<file path="src/design/sync_serial_defines.vh">
// Constants shared by the synchronous serial port design files.
// Notes on behaviour
// - Receiver starts at first frame sync after enable.
// - Completed word moves to receive data, sets full.
// - Receive request while full and interrupt enable.
// - Next slot word shifts in without a gap.
// - Data read clears full; unread word overruns.
// - Enable toggle finishes slot, waits for frame.
// - Enables never stop bit clock or frame sync.
// - Enabled receiver captures every time slot word.
// - Network mode with zero divide is on-demand.
// - On-demand frame sync only with a word.
// - On-demand never flags a transmit underrun.
// - Two idle bit periods between on-demand words.
// - On-demand frame sync marks the word start.
// - On-demand: own transmit sync, external receive sync unless gated.
// - Transmit data write starts one pending word.
// - Empty and full work; underruns disabled on-demand.
// - Transmitter starts at first frame sync after enable.
// - Slot skip write clears empty, floats next slot.
`ifndef SYNC_SERIAL_DEFINES_VH
`define SYNC_SERIAL_DEFINES_VH
// Register addresses on the processor port.
`define ADDR_CTRL_A 16'hFFEC
`define ADDR_CTRL_B 16'hFFED
`define ADDR_STATUS 16'hFFEE
`define ADDR_DATA 16'hFFEF
`define CTRL_RESET 24'h000000
// Control A fields.
`define CA_PM_HI 7
`define CA_PM_LO 0
`define CA_DC_HI 12
`define CA_DC_LO 8
`define CA_WL_HI 14
`define CA_WL_LO 13
// Control B fields.
`define CB_RIE 15
`define CB_TIE 14
`define CB_RE 13
`define CB_TE 12
`define CB_MOD 11
`define CB_GCK 10
`define CB_SYN 9
`define CB_BIT_CLOCK_DIR 5
`define CB_FLAG0_PIN_DIR 2
// Status fields.
`define ST_RDF 7
`define ST_TDE 6
`define ST_ROE 5
`define ST_TUE 4
// Word lengths minus one, and the on-demand gap in bit periods.
`define WLEN_8 5'h07
`define WLEN_12 5'h0B
`define WLEN_16 5'h0F
`define WLEN_24 5'h17
`define GAP_BITS 2'h2
`endif

</file>
<file path="src/design/sync_serial_port.v">
// Synchronous serial port: network receive and on-demand transmit and receive.
`include "sync_serial_defines.vh"
`default_nettype none
module sync_serial_port (
  // Core clock and reset.
  input wire CORE_CLK,
  input wire RESET,
  // Processor register port.
  input wire [15:0] ADDR,
  input wire WR_EN,
  input wire RD_EN,
  input wire [23:0] WR_DATA,
  output reg [23:0] RD_DATA,
  // Interrupt requests.
  output reg RX_INT_REQ,
  output reg TX_INT_REQ,
  // Serial inputs.
  input wire BIT_CLK_IN,
  input wire CTL_PIN0_IN,
  input wire FRAME_SYNC_IN,
  input wire SERIAL_RX_PIN,
  // Serial outputs.
  output reg BIT_CLK_OUT,
  output reg FRAME_SYNC_OUT,
  output wire SERIAL_TX_OUT,
  output reg SERIAL_TX_OE_N
);
  localparam T_IDLE = 2'h0;
  localparam T_SHIFT = 2'h1;
  localparam T_GAP = 2'h2;

  ////////////////////////////////////////////////////////////////////////////////
  // Pin synchronisers: bit 0 bit clock, 1 pin0 clock, 2 frame sync, 3 data.
  wire [3:0] pin_lvl;
  wire [3:0] pin_rise;
  wire [3:0] pin_fall;
  pin_sync u_pin_sync (
    .clk(CORE_CLK),
    .rst(RESET),
    .pins({SERIAL_RX_PIN, FRAME_SYNC_IN, CTL_PIN0_IN, BIT_CLK_IN}),
    .lvl(pin_lvl),
    .rise(pin_rise),
    .fall(pin_fall)
  );

  ////////////////////////////////////////////////////////////////////////////////
  // State.
  reg [23:0] ctrl_a_q;
  reg [23:0] ctrl_b_q;
  reg [23:0] tx_data_q;
  reg [23:0] tx_last_q;
  reg [23:0] tx_sh_q;
  reg [23:0] rx_sh_q;
  reg [23:0] rx_data_q;
  reg full_q;
  reg ovr_q;
  reg tde_q;
  reg tue_q;
  reg skip_q;
  reg stat_seen_q;
  reg [7:0] div_q;
  reg bclk_q;
  reg [1:0] tx_state_q;
  reg [4:0] tx_bit_q;
  reg [4:0] slot_q;
  reg [1:0] gap_q;
  reg tx_on_q;
  reg fs_q;
  reg rx_on_q;
  reg [4:0] rx_bit_q;
  reg re_q;
  reg rearm_q;
  reg [4:0] wlen_m1;

  // Control field views.
  wire [7:0] prescale = ctrl_a_q[`CA_PM_HI:`CA_PM_LO];
  wire [4:0] frame_div = ctrl_a_q[`CA_DC_HI:`CA_DC_LO];
  wire [1:0] word_len_sel = ctrl_a_q[`CA_WL_HI:`CA_WL_LO];
  wire receive_int_enable = ctrl_b_q[`CB_RIE];
  wire transmit_int_enable = ctrl_b_q[`CB_TIE];
  wire receive_enable = ctrl_b_q[`CB_RE];
  wire transmit_enable = ctrl_b_q[`CB_TE];
  wire network_mode_sel = ctrl_b_q[`CB_MOD];
  wire gated_clock_sel = ctrl_b_q[`CB_GCK];
  wire sync_clocking_sel = ctrl_b_q[`CB_SYN];
  wire bit_clock_dir = ctrl_b_q[`CB_BIT_CLOCK_DIR];

  // A zero frame divide in network mode turns the port data driven.
  wire on_demand = network_mode_sel && (frame_div == 5'h00);
  wire gated_od = on_demand && gated_clock_sel;

  // Word length decode; received words are left justified to bit 23.
  always @* begin
    case (word_len_sel)
      2'h0: wlen_m1 = `WLEN_8;
      2'h1: wlen_m1 = `WLEN_12;
      2'h2: wlen_m1 = `WLEN_16;
      default: wlen_m1 = `WLEN_24;
    endcase
  end

  // Processor port decode.
  wire wr_ctrl_a = WR_EN && (ADDR == `ADDR_CTRL_A);
  wire wr_ctrl_b = WR_EN && (ADDR == `ADDR_CTRL_B);
  wire wr_skip = WR_EN && (ADDR == `ADDR_STATUS);
  wire wr_tx = WR_EN && (ADDR == `ADDR_DATA);
  wire rd_stat = RD_EN && (ADDR == `ADDR_STATUS);
  wire rd_rx = RD_EN && (ADDR == `ADDR_DATA);
  wire [23:0] status_word = {16'h0000, full_q, tde_q, ovr_q, tue_q, 4'h0};

  ////////////////////////////////////////////////////////////////////////////////
  // Internal bit clock: toggles every prescale plus one core cycles, always running.
  wire div_end = (div_q == prescale);
  wire int_rise = div_end && !bclk_q;
  wire int_fall = div_end && bclk_q;

  // Network slot timing seen at a rising tick.
  wire slot_end = (tx_bit_q == wlen_m1);
  wire frame_start = slot_end && (slot_q == frame_div);
  wire tx_active_next = frame_start ? transmit_enable : (tx_on_q && transmit_enable);
  wire od_ready = (tx_state_q == T_IDLE) || ((tx_state_q == T_GAP) && (gap_q == `GAP_BITS));

  // Receive clock and frame sync selection; non-gated on-demand receive sync comes from the pin, gated starts on the first edge.
  wire use_int_clk = sync_clocking_sel && bit_clock_dir;
  wire ext_fall = sync_clocking_sel ? pin_fall[0] : pin_fall[1];
  wire rx_edge = use_int_clk ? int_fall : ext_fall;
  wire rx_fs = gated_od ? !rx_on_q :
               ((sync_clocking_sel && !on_demand) ? fs_q : pin_lvl[2]);
  wire [23:0] rx_next = {rx_sh_q[22:0], pin_lvl[3]};
  wire [23:0] rx_word = rx_next << (5'h17 - wlen_m1);
  wire rx_slot_done = rx_on_q && !(rx_fs && !gated_od) && (rx_bit_q == wlen_m1);

  assign SERIAL_TX_OUT = tx_sh_q[23];

  ////////////////////////////////////////////////////////////////////////////////
  // One process owns every flag so that event sets, written last, win over clears.
  always @(posedge CORE_CLK or posedge RESET) begin
    if (RESET) begin
      ctrl_a_q <= `CTRL_RESET;
      ctrl_b_q <= `CTRL_RESET;
      tx_data_q <= 24'h000000;
      tx_last_q <= 24'h000000;
      tx_sh_q <= 24'h000000;
      rx_sh_q <= 24'h000000;
      rx_data_q <= 24'h000000;
      full_q <= 1'b0;
      ovr_q <= 1'b0;
      tde_q <= 1'b1;
      tue_q <= 1'b0;
      skip_q <= 1'b0;
      stat_seen_q <= 1'b0;
      div_q <= 8'h00;
      bclk_q <= 1'b0;
      tx_state_q <= T_IDLE;
      tx_bit_q <= 5'h00;
      slot_q <= 5'h00;
      gap_q <= 2'h0;
      tx_on_q <= 1'b0;
      fs_q <= 1'b0;
      rx_on_q <= 1'b0;
      rx_bit_q <= 5'h00;
      re_q <= 1'b0;
      rearm_q <= 1'b0;
      RD_DATA <= 24'h000000;
      RX_INT_REQ <= 1'b0;
      TX_INT_REQ <= 1'b0;
      BIT_CLK_OUT <= 1'b0;
      FRAME_SYNC_OUT <= 1'b0;
      SERIAL_TX_OE_N <= 1'b1;
    end else begin
      // Processor writes and reads; clears come first.
      if (wr_ctrl_a) begin
        ctrl_a_q <= WR_DATA;
      end
      if (wr_ctrl_b) begin
        ctrl_b_q <= WR_DATA;
      end
      if (wr_tx) begin
        tx_data_q <= WR_DATA;
        tde_q <= 1'b0;
        skip_q <= 1'b0;
        if (stat_seen_q) begin
          tue_q <= 1'b0;
        end
      end
      if (wr_skip) begin
        tde_q <= 1'b0;
        skip_q <= 1'b1;
      end
      if (rd_stat) begin
        stat_seen_q <= 1'b1;
      end else if (rd_rx || wr_tx) begin
        stat_seen_q <= 1'b0;
      end
      if (rd_rx) begin
        full_q <= 1'b0;
        if (stat_seen_q) begin
          ovr_q <= 1'b0;
        end
      end
      if (RD_EN) begin
        case (ADDR)
          `ADDR_CTRL_A: RD_DATA <= ctrl_a_q;
          `ADDR_CTRL_B: RD_DATA <= ctrl_b_q;
          `ADDR_STATUS: RD_DATA <= status_word;
          `ADDR_DATA: RD_DATA <= rx_data_q;
          default: RD_DATA <= 24'h000000;
        endcase
      end

      // Bit clock divider ignores the enables, as do the slot counters below.
      if (div_end) begin
        div_q <= 8'h00;
        bclk_q <= ~bclk_q;
      end else begin
        div_q <= div_q + 8'h01;
      end

      // Transmit side, stepping on rising ticks of the internal clock.
      if (int_rise) begin
        fs_q <= 1'b0;
        if (!on_demand) begin
          // Periodic slots: frame sync and counters run even when disabled.
          tx_sh_q <= {tx_sh_q[22:0], 1'b0};
          if (slot_end) begin
            tx_bit_q <= 5'h00;
            slot_q <= frame_start ? 5'h00 : slot_q + 5'h01;
            fs_q <= frame_start;
            tx_on_q <= tx_active_next;
            if (!tx_active_next) begin
              SERIAL_TX_OE_N <= 1'b1;
            end else if (skip_q) begin
              skip_q <= 1'b0;
              tde_q <= 1'b1;
              SERIAL_TX_OE_N <= 1'b1;
            end else if (!tde_q) begin
              tx_sh_q <= tx_data_q;
              tx_last_q <= tx_data_q;
              tde_q <= 1'b1;
              SERIAL_TX_OE_N <= 1'b0;
            end else begin
              // Nothing supplied: repeat the previous word and flag it.
              tx_sh_q <= tx_last_q;
              tue_q <= 1'b1;
              SERIAL_TX_OE_N <= 1'b0;
            end
          end else begin
            tx_bit_q <= tx_bit_q + 5'h01;
          end
        end else begin
          // Data driven: no slots, no underrun, sync only with a word.
          if (od_ready && transmit_enable && !tde_q) begin
            tx_sh_q <= tx_data_q;
            tx_last_q <= tx_data_q;
            tde_q <= 1'b1;
            fs_q <= 1'b1;
            tx_bit_q <= 5'h00;
            tx_state_q <= T_SHIFT;
            SERIAL_TX_OE_N <= 1'b0;
          end else begin
            case (tx_state_q)
              T_IDLE: begin
                tx_bit_q <= 5'h00;
              end
              T_SHIFT: begin
                tx_sh_q <= {tx_sh_q[22:0], 1'b0};
                if (tx_bit_q == wlen_m1) begin
                  tx_state_q <= T_GAP;
                  gap_q <= 2'h1;
                  SERIAL_TX_OE_N <= 1'b1;
                end else begin
                  tx_bit_q <= tx_bit_q + 5'h01;
                end
              end
              T_GAP: begin
                if (gap_q == `GAP_BITS) begin
                  tx_state_q <= T_IDLE;
                end else begin
                  gap_q <= gap_q + 2'h1;
                end
              end
              default: tx_state_q <= T_IDLE;
            endcase
          end
        end
      end
      if (!on_demand && (tx_state_q != T_IDLE)) begin
        tx_state_q <= T_IDLE;
      end

      // Receive side, sampling on falling edges of the chosen clock.
      re_q <= receive_enable;
      if (re_q && !receive_enable) begin
        rearm_q <= 1'b1;
      end
      if (rx_edge) begin
        if (rx_fs && (!rx_on_q || !gated_od)) begin
          // Frame sync: start or re-align on bit 0 of the first slot.
          if (rx_on_q || (receive_enable && !rearm_q)) begin
            rx_on_q <= 1'b1;
            rx_bit_q <= 5'h01;
            rx_sh_q <= rx_next;
          end
          if (receive_enable && !rx_on_q) begin
            rx_on_q <= 1'b1;
            rx_bit_q <= 5'h01;
            rx_sh_q <= rx_next;
            rearm_q <= 1'b0;
          end
        end else if (rx_on_q) begin
          rx_sh_q <= rx_next;
          if (rx_slot_done) begin
            rx_bit_q <= 5'h00;
            if (!full_q || rd_rx) begin
              rx_data_q <= rx_word;
              full_q <= 1'b1;
            end else begin
              ovr_q <= 1'b1;
            end
            if (!receive_enable || rearm_q) begin
              rx_on_q <= 1'b0;
            end
          end else begin
            rx_bit_q <= rx_bit_q + 5'h01;
          end
        end
      end

      // Registered pin and request outputs.
      RX_INT_REQ <= full_q && receive_int_enable;
      TX_INT_REQ <= tde_q && transmit_int_enable;
      BIT_CLK_OUT <= gated_od ? (bclk_q && (tx_state_q == T_SHIFT)) : bclk_q;
      FRAME_SYNC_OUT <= fs_q;
    end
  end
endmodule
`default_nettype wire

</file>
<file path="src/design/pin_sync.v">
// Two-stage synchronisers with edge detection for the serial pins.
`default_nettype none
module pin_sync (
  // Clock and reset.
  input wire clk,
  input wire rst,
  // Raw pins and synchronised views.
  input wire [3:0] pins,
  output wire [3:0] lvl,
  output wire [3:0] rise,
  output wire [3:0] fall
);
  genvar i;
  generate
    for (i = 0; i < 4; i = i + 1) begin : g_bit
      reg s1_q;
      reg s2_q;
      reg s3_q;
      // Only the second stage looks at the first; edges come from stages two and three.
      always @(posedge clk or posedge rst) begin
        if (rst) begin
          s1_q <= 1'b0;
          s2_q <= 1'b0;
          s3_q <= 1'b0;
        end else begin
          s1_q <= pins[i];
          s2_q <= s1_q;
          s3_q <= s2_q;
        end
      end
      assign lvl[i] = s2_q;
      assign rise[i] = s2_q & ~s3_q;
      assign fall[i] = ~s2_q & s3_q;
    end
  endgenerate
endmodule
`default_nettype wire

</file>
<file path="config.mk">
export PLATFORM = sky130hd
export DESIGN_NAME = sync_serial_port
export DESIGN_NICKNAME = d
export VERILOG_FILES = /design/src/design/sync_serial_port.v /design/src/design/pin_sync.v
export VERILOG_INCLUDE_DIRS = /design/src /design/src/design
export SDC_FILE = /design/constraint.sdc
export NUM_CORES = 1
export LEC_CHECK = 0
export BUFFER_PORTS_ARGS = -buffer_cell sky130_fd_sc_hd__buf_2
export CAP_MARGIN = 20
export CELL_PAD_IN_SITES_DETAIL_PLACEMENT = 2
export CELL_PAD_IN_SITES_GLOBAL_PLACEMENT = 2
export CORE_MARGIN = 3
export CORE_UTILIZATION = 29
export CTS_CLUSTER_DIAMETER = 150
export DETAILED_ROUTE_END_ITERATION = 8
export PLACE_DENSITY_LB_ADDON = 0.08
export SYNTH_ARGS = -nofsm -noshare
export SYNTH_HDL_FRONTEND = slang
export SYNTH_SLANG_ARGS = --single-unit
</file>
<file path="constraint.sdc">
create_clock -name CORE_CLK -period 11.1 [get_ports CORE_CLK]
set_clock_uncertainty 0.2 [all_clocks]
set_input_delay 2.22 -clock CORE_CLK [delete_from_list [all_inputs] [get_ports CORE_CLK]]
set_output_delay 2.22 -clock CORE_CLK [all_outputs]
set_load 0.01 [all_outputs]
</file>
Word level (Yosys, flattened, before mapping):

Cells that the tools add are included.

* word-level logic and storage cells: 250
* bits in registers: 245
* bits of input ports: 48
* output and inout bits: 30

* shift operators: 1
* eq/ne operators: 25
* reductions and logical operators: 64
* bitwise gates (word level): 8
* multiplexer cells: 105
* add/subtract/negate cells: 6

Operators by type and width (count)
* $mux 24: 12
* $pmux 24 s4: 1
* $mux 23: 4
* $mux 1: 65
* $eq 16x16->1 const B: 4
* $mux 5: 10
* $logic_and 1x1->1: 28
* $shl 24x5->24: 1
* $mux 2: 8
* $reduce_bool 2->1: 8
* $add 5x1->5 const B: 3
* $eq 5x5->1: 3
* $pmux 5 s3: 1
* $reduce_and 5->1: 3
* $pmux 5 s2: 1
* $logic_not 1->1: 9
* $ne 3x1->1 const B: 3
* $reduce_and 3->1: 3
* $add 8x1->8 const B: 1
* $eq 8x8->1: 1
* $mux 8: 1
* $ne 4x1->1 const B: 2
* $ne 4x4->1 const B: 2
* $eq 2x2->1 const B: 3
* 16 further kinds: 32

Longest topological paths before layout:

* depth in word-level cells: 14
* gate-level depth with buffers: 12
* mapped depth without buffers: 8

Cells and area by module:

From an unflattened synthesis, not the netlist that was laid out.

* cells, all modules: 1208
* area, all modules: 13051.3 sq um

Modules (own cells, without submodules)
* sync_serial_port: cells an instance 1183, seq. area each 5883.1 sq um, times used 1, area an instance 12647.1 sq um
* pin_sync: cells an instance 25, seq. area each 300.3 sq um, times used 1, area an instance 404.1 sq um

Worst setup path after synthesis:

OpenSTA, ideal clock, no wires.

* path type: input-to-reg
* start point: input port ADDR[3]
* end point: register tx_data_q[10]
* data required time: 10775 ps
* path slack: 6954 ps
* stages on the path: 8
* arrival: 3821 ps
* setup time: 125 ps
* buffers on the path: 3
* cells stage by stage: nand4_1 or2_1 buf_2 nor3_2 and2_1 buf_2 buf_2 mux2_2

* word-level cells in the longest chain between the ends: 2

Ends and longest elaborated chain
* start, declared: RTL line sync_serial_port.v:9 `input wire [15:0] ADDR,`
* $eq 16x16->1
* $logic_and 1x1->1: RTL line sync_serial_port.v:106 `` wire wr_tx = WR_EN && (ADDR == `ADDR_DATA); ``
* end signal, assigned: RTL line sync_serial_port.v:141 `tx_data_q <= 24'h000000;`
* end signal, assigned: RTL line sync_serial_port.v:179 `tx_data_q <= WR_DATA;`
* end, declared: RTL line sync_serial_port.v:50 `reg [23:0] tx_data_q;`

Every way passes these cells.
A chain may end at the register's enable or synchronous reset.

Final worst setup path:

* start point: input port ADDR[2]
* end point: register ctrl_b_q[12]

* word-level cells in the longest chain between the ends: 2

Ends and longest elaborated chain
* $eq 16x16->1
* $logic_and 1x1->1: RTL line sync_serial_port.v:104 `` wire wr_ctrl_b = WR_EN && (ADDR == `ADDR_CTRL_B); ``
* end signal, assigned: RTL line sync_serial_port.v:140 `` ctrl_b_q <= `CTRL_RESET; ``
* end, declared: RTL line sync_serial_port.v:49 `reg [23:0] ctrl_b_q;`

Every way passes these cells.

==> key figures <==
Clocking
  • Clock sink count: 245
  • Post-cts resize count: 0
  • Clk slew on worst S/H paths: 0.06 ns
  • CTS tree: done
  • TritonCTS Buffers: 31
  • Total setup buffers inserted after CTS: 0
  • H-tree depth: 1
  • Clock insertion delay at the later pin of the skew report: approximately 0.57 ns
  • Hold_buf cts: 0
  • Root buf cell: clkbuf_16
  • Longest Clk Path Bufs: 3

Synth
  • Sequential-to-total area share from yosys stat: between 50% and 60%
  • Fraction of registers with async set/reset: 100%
  • Most used DFF post-synth: dfrtp_1
  • Net count after synthesis: 1074
  • Largest area contributor in the netlist: dfrtp_1
  • Syn Std Cell Area: 0.0119 sq mm
  • Synth Instances: 1018
  • FF+latch count, synth: 245
  • Count leader, synth: dfrtp_1
  • Unique masters post-synth: 67
  • Most frequent cells after synthesis: 243 x dfrtp_1, 104 x mux2_2, 58 x nor2_1, 56 x nand2_1, 44 x a21oi_1
  • Yosys top cell area share: 51.0%
  • Largest cells by area after synthesis: dfrtp_1 51%, mux2_2 9.8%, mux2i_1 3.4%
  • Post-synth EDFFs: 0
  • Ys Warns: 0
  • Post-synthesis average cell area: 11.7 sq um

Global routing
  • Total congestion overflow: 0
  • Initial antenna violation count: 0
  • Grt met3 use: 1.97%
  • First-pass GRT wire length: 62.0 mm
  • Most Crowded Layer GR: met2
  • Pin count of the biggest net entering global routing: 116
  • Overall Global Routing Usage: 18.0%
  • Vias in the first global route: 9674
  • Met1 Track Usage GR: between 20% and 30%
  • Met2 Track Usage GR: 30.0%

Drt
  • DRT iter0 DRCs: 426
  • Remaining antenna violation count: 0
  • Avg WL per Cell: 23.9 um
  • Drt pass-1 iters: 6
  • Final WL: 39.1 mm
  • Vias per cell: 5.34
  • Residual DRC count: 0
  • Via Count: 8731

Cells and area
  • Final #Nets: 1141
  • Design Area, Final: 0.0140 sq mm
  • Synthesis-to-finish area growth: 17.4%
  • Share of cells above drive strength 1: 27.0%

Floorplan
  • Core area: 0.0402 sq mm
  • Die H: 209 um
  • Initial Util: 29.7%
  • Die area: 0.0436 sq mm
  • Die width: ~210 um
  • Row count: 73
  • # IOs: 78

Hold path
  • Type of the worst min-delay path: flop to flop
  • WHS Path Cells: 0

Setup path
  • Critical Path RT: 11.35 ns
  • Critical Path Fanout Max: 25
  • CP Data Arrival Time: around 4.5 ns
  • Startpoint types: input port
  • CP Class: input port to flop
  • Worst setup EP type: flop
  • R2R depth: 9

Timing
  • Slew margin rel.: ~37%
  • Total negative setup slack: 0 ns
  • RSZ-0062 raised after global routing: false
  • FMAX: 234 MHz
  • Fin crit period: 4.28 ns
  • Final hold vios: 0
  • Max-slew violations: 0
  • Setup violators final: 0
  • Worst-Margin Slew: 0.939 ns
  • Tcrit/Tclk final: 38.6%

Flow run
  • Max-Cap Viols: 0

Placement
  • IO Port Bufs: between 70 and 80
  • DPL Wire Length: 25.4 mm
  • Area after DPL: between 0.01 and 0.015 sq mm
  • Final Wtd Congestion: 0.733

Run status
  • Status: finished clean

Power and ir drop
  • LEAKAGE: between 6 and 7 nW
  • Pwr dens: 175 mW/mm^2
  • Max VDD drop: ~0.11 mV
  • Overall Power: 2.44 mW
cell usage in the layout, fill, tap and decap left out, types with 24 or more instances in the layout:
cell type	n
dfrtp_1	243
mux2_2	104
buf_2	77
nor2_1	58
nand2_1	56
a21oi_1	44
mux2i_1	41
o21ai_0	32
a211oi_1	31
clkbuf_16	31
o22a_1	27
nand3b_1	25
a222oi_1	24
o2bb2ai_1	24
cells by family after synthesis:
family	share of synthesized area (%)
flops	51.4
mux	16.2
xor+xnor	2.06
compound gates	15.9
buf+inv	3.12
fa+ha+maj	0.840
simple gates	10.5
state kept, by name, indices dropped and copies added (netlist names), 2 cells and up:
signal and flops:
tx_data_q 24, RD_DATA 24, rx_data_q 24, tx_last_q 24, slot_q 5, ctrl_a_q 24, u_pin_sync.g_bit.s1_q 4, ctrl_b_q 24
rx_bit_q 5, u_pin_sync.g_bit.s3_q 2, tx_sh_q 24, tx_bit_q 5, gap_q 2, div_q 8, u_pin_sync.g_bit.s2_q 4, rx_sh_q 23
tx_state_q 2
layer usage:
metal	vias up	share of wire [%]	routed length, um
li1	3951	-	-
met1	4623	48	18800
met2	118	48	18600
met3	39	2.7	1050
met4	0	1.6	634
met5	-	0	0
metrics by stage:
| step | hold slack, ns | worst slack [ns] | std cells | utilization [%] |
|---|---|---|---|---|
| CTS | 0.152 | 6.85 | 1630 | 34.6 |
| global route | 0.160 | 6.67 | 1633 | 34.8 |
| detailed placement | 0.139 | 6.22 | 1574 | 32.0 |
| floorplan | 0.131 | 1.95 | 1018 | - |
| global placement | 0.138 | 6.03 | 1573 | 31.9 |
| finish | 0.149 | 6.82 | 1634 | 34.8 |
report_power, final:
group	internal [mW]	total (mW)	switching (mW)	leakage, nW
registers	0.975	1.07	0.0949	3.25
logic	0.131	0.315	0.184	2.31
clock network	0.652	1.06	0.407	0.522
total	1.76	2.44	0.685	6.08
final cells by class:
class	count	area [sq um]
clock buffer	39	846
multi-input combinational	692	5440
fill	4283	26200
inverter	12	52.6
clock inverter	17	221
antenna	1	2.50
tap	525	657
timing repair buffer	103	648
sequential	245	6130
critical path: stages:
cell,delay [ns]
buf_2,0.08
nand4_1,0.12
or2_1,0.34
nor4_4,0.23
buf_4,0.35
nand2_1,0.48
buf_4,0.39
mux2_1,0.32
final timing paths:
path | from | to | slack [ns]
max | ADDR[2] | ctrl_b_q[12]$_DFFE_PP0P_ | 6.82
min | u_pin_sync.g_bit[3].s1_q$_DFF_PP0_ | u_pin_sync.g_bit[3].s2_q$_DFF_PP0_ | 0.15
max reg2reg | ctrl_a_q[14]$_DFFE_PP0P_ | rx_data_q[15]$_DFFE_PP0P_ | 7.36
min reg2reg | u_pin_sync.g_bit[3].s1_q$_DFF_PP0_ | u_pin_sync.g_bit[3].s2_q$_DFF_PP0_ | 0.15
max in group asynchronous | RESET | ctrl_b_q[0]$_DFFE_PP0P_ | 7.52
min in group asynchronous | RESET | u_pin_sync.g_bit[0].s1_q$_DFF_PP0_ | 1.56
(Power assumes the default switching activity.)
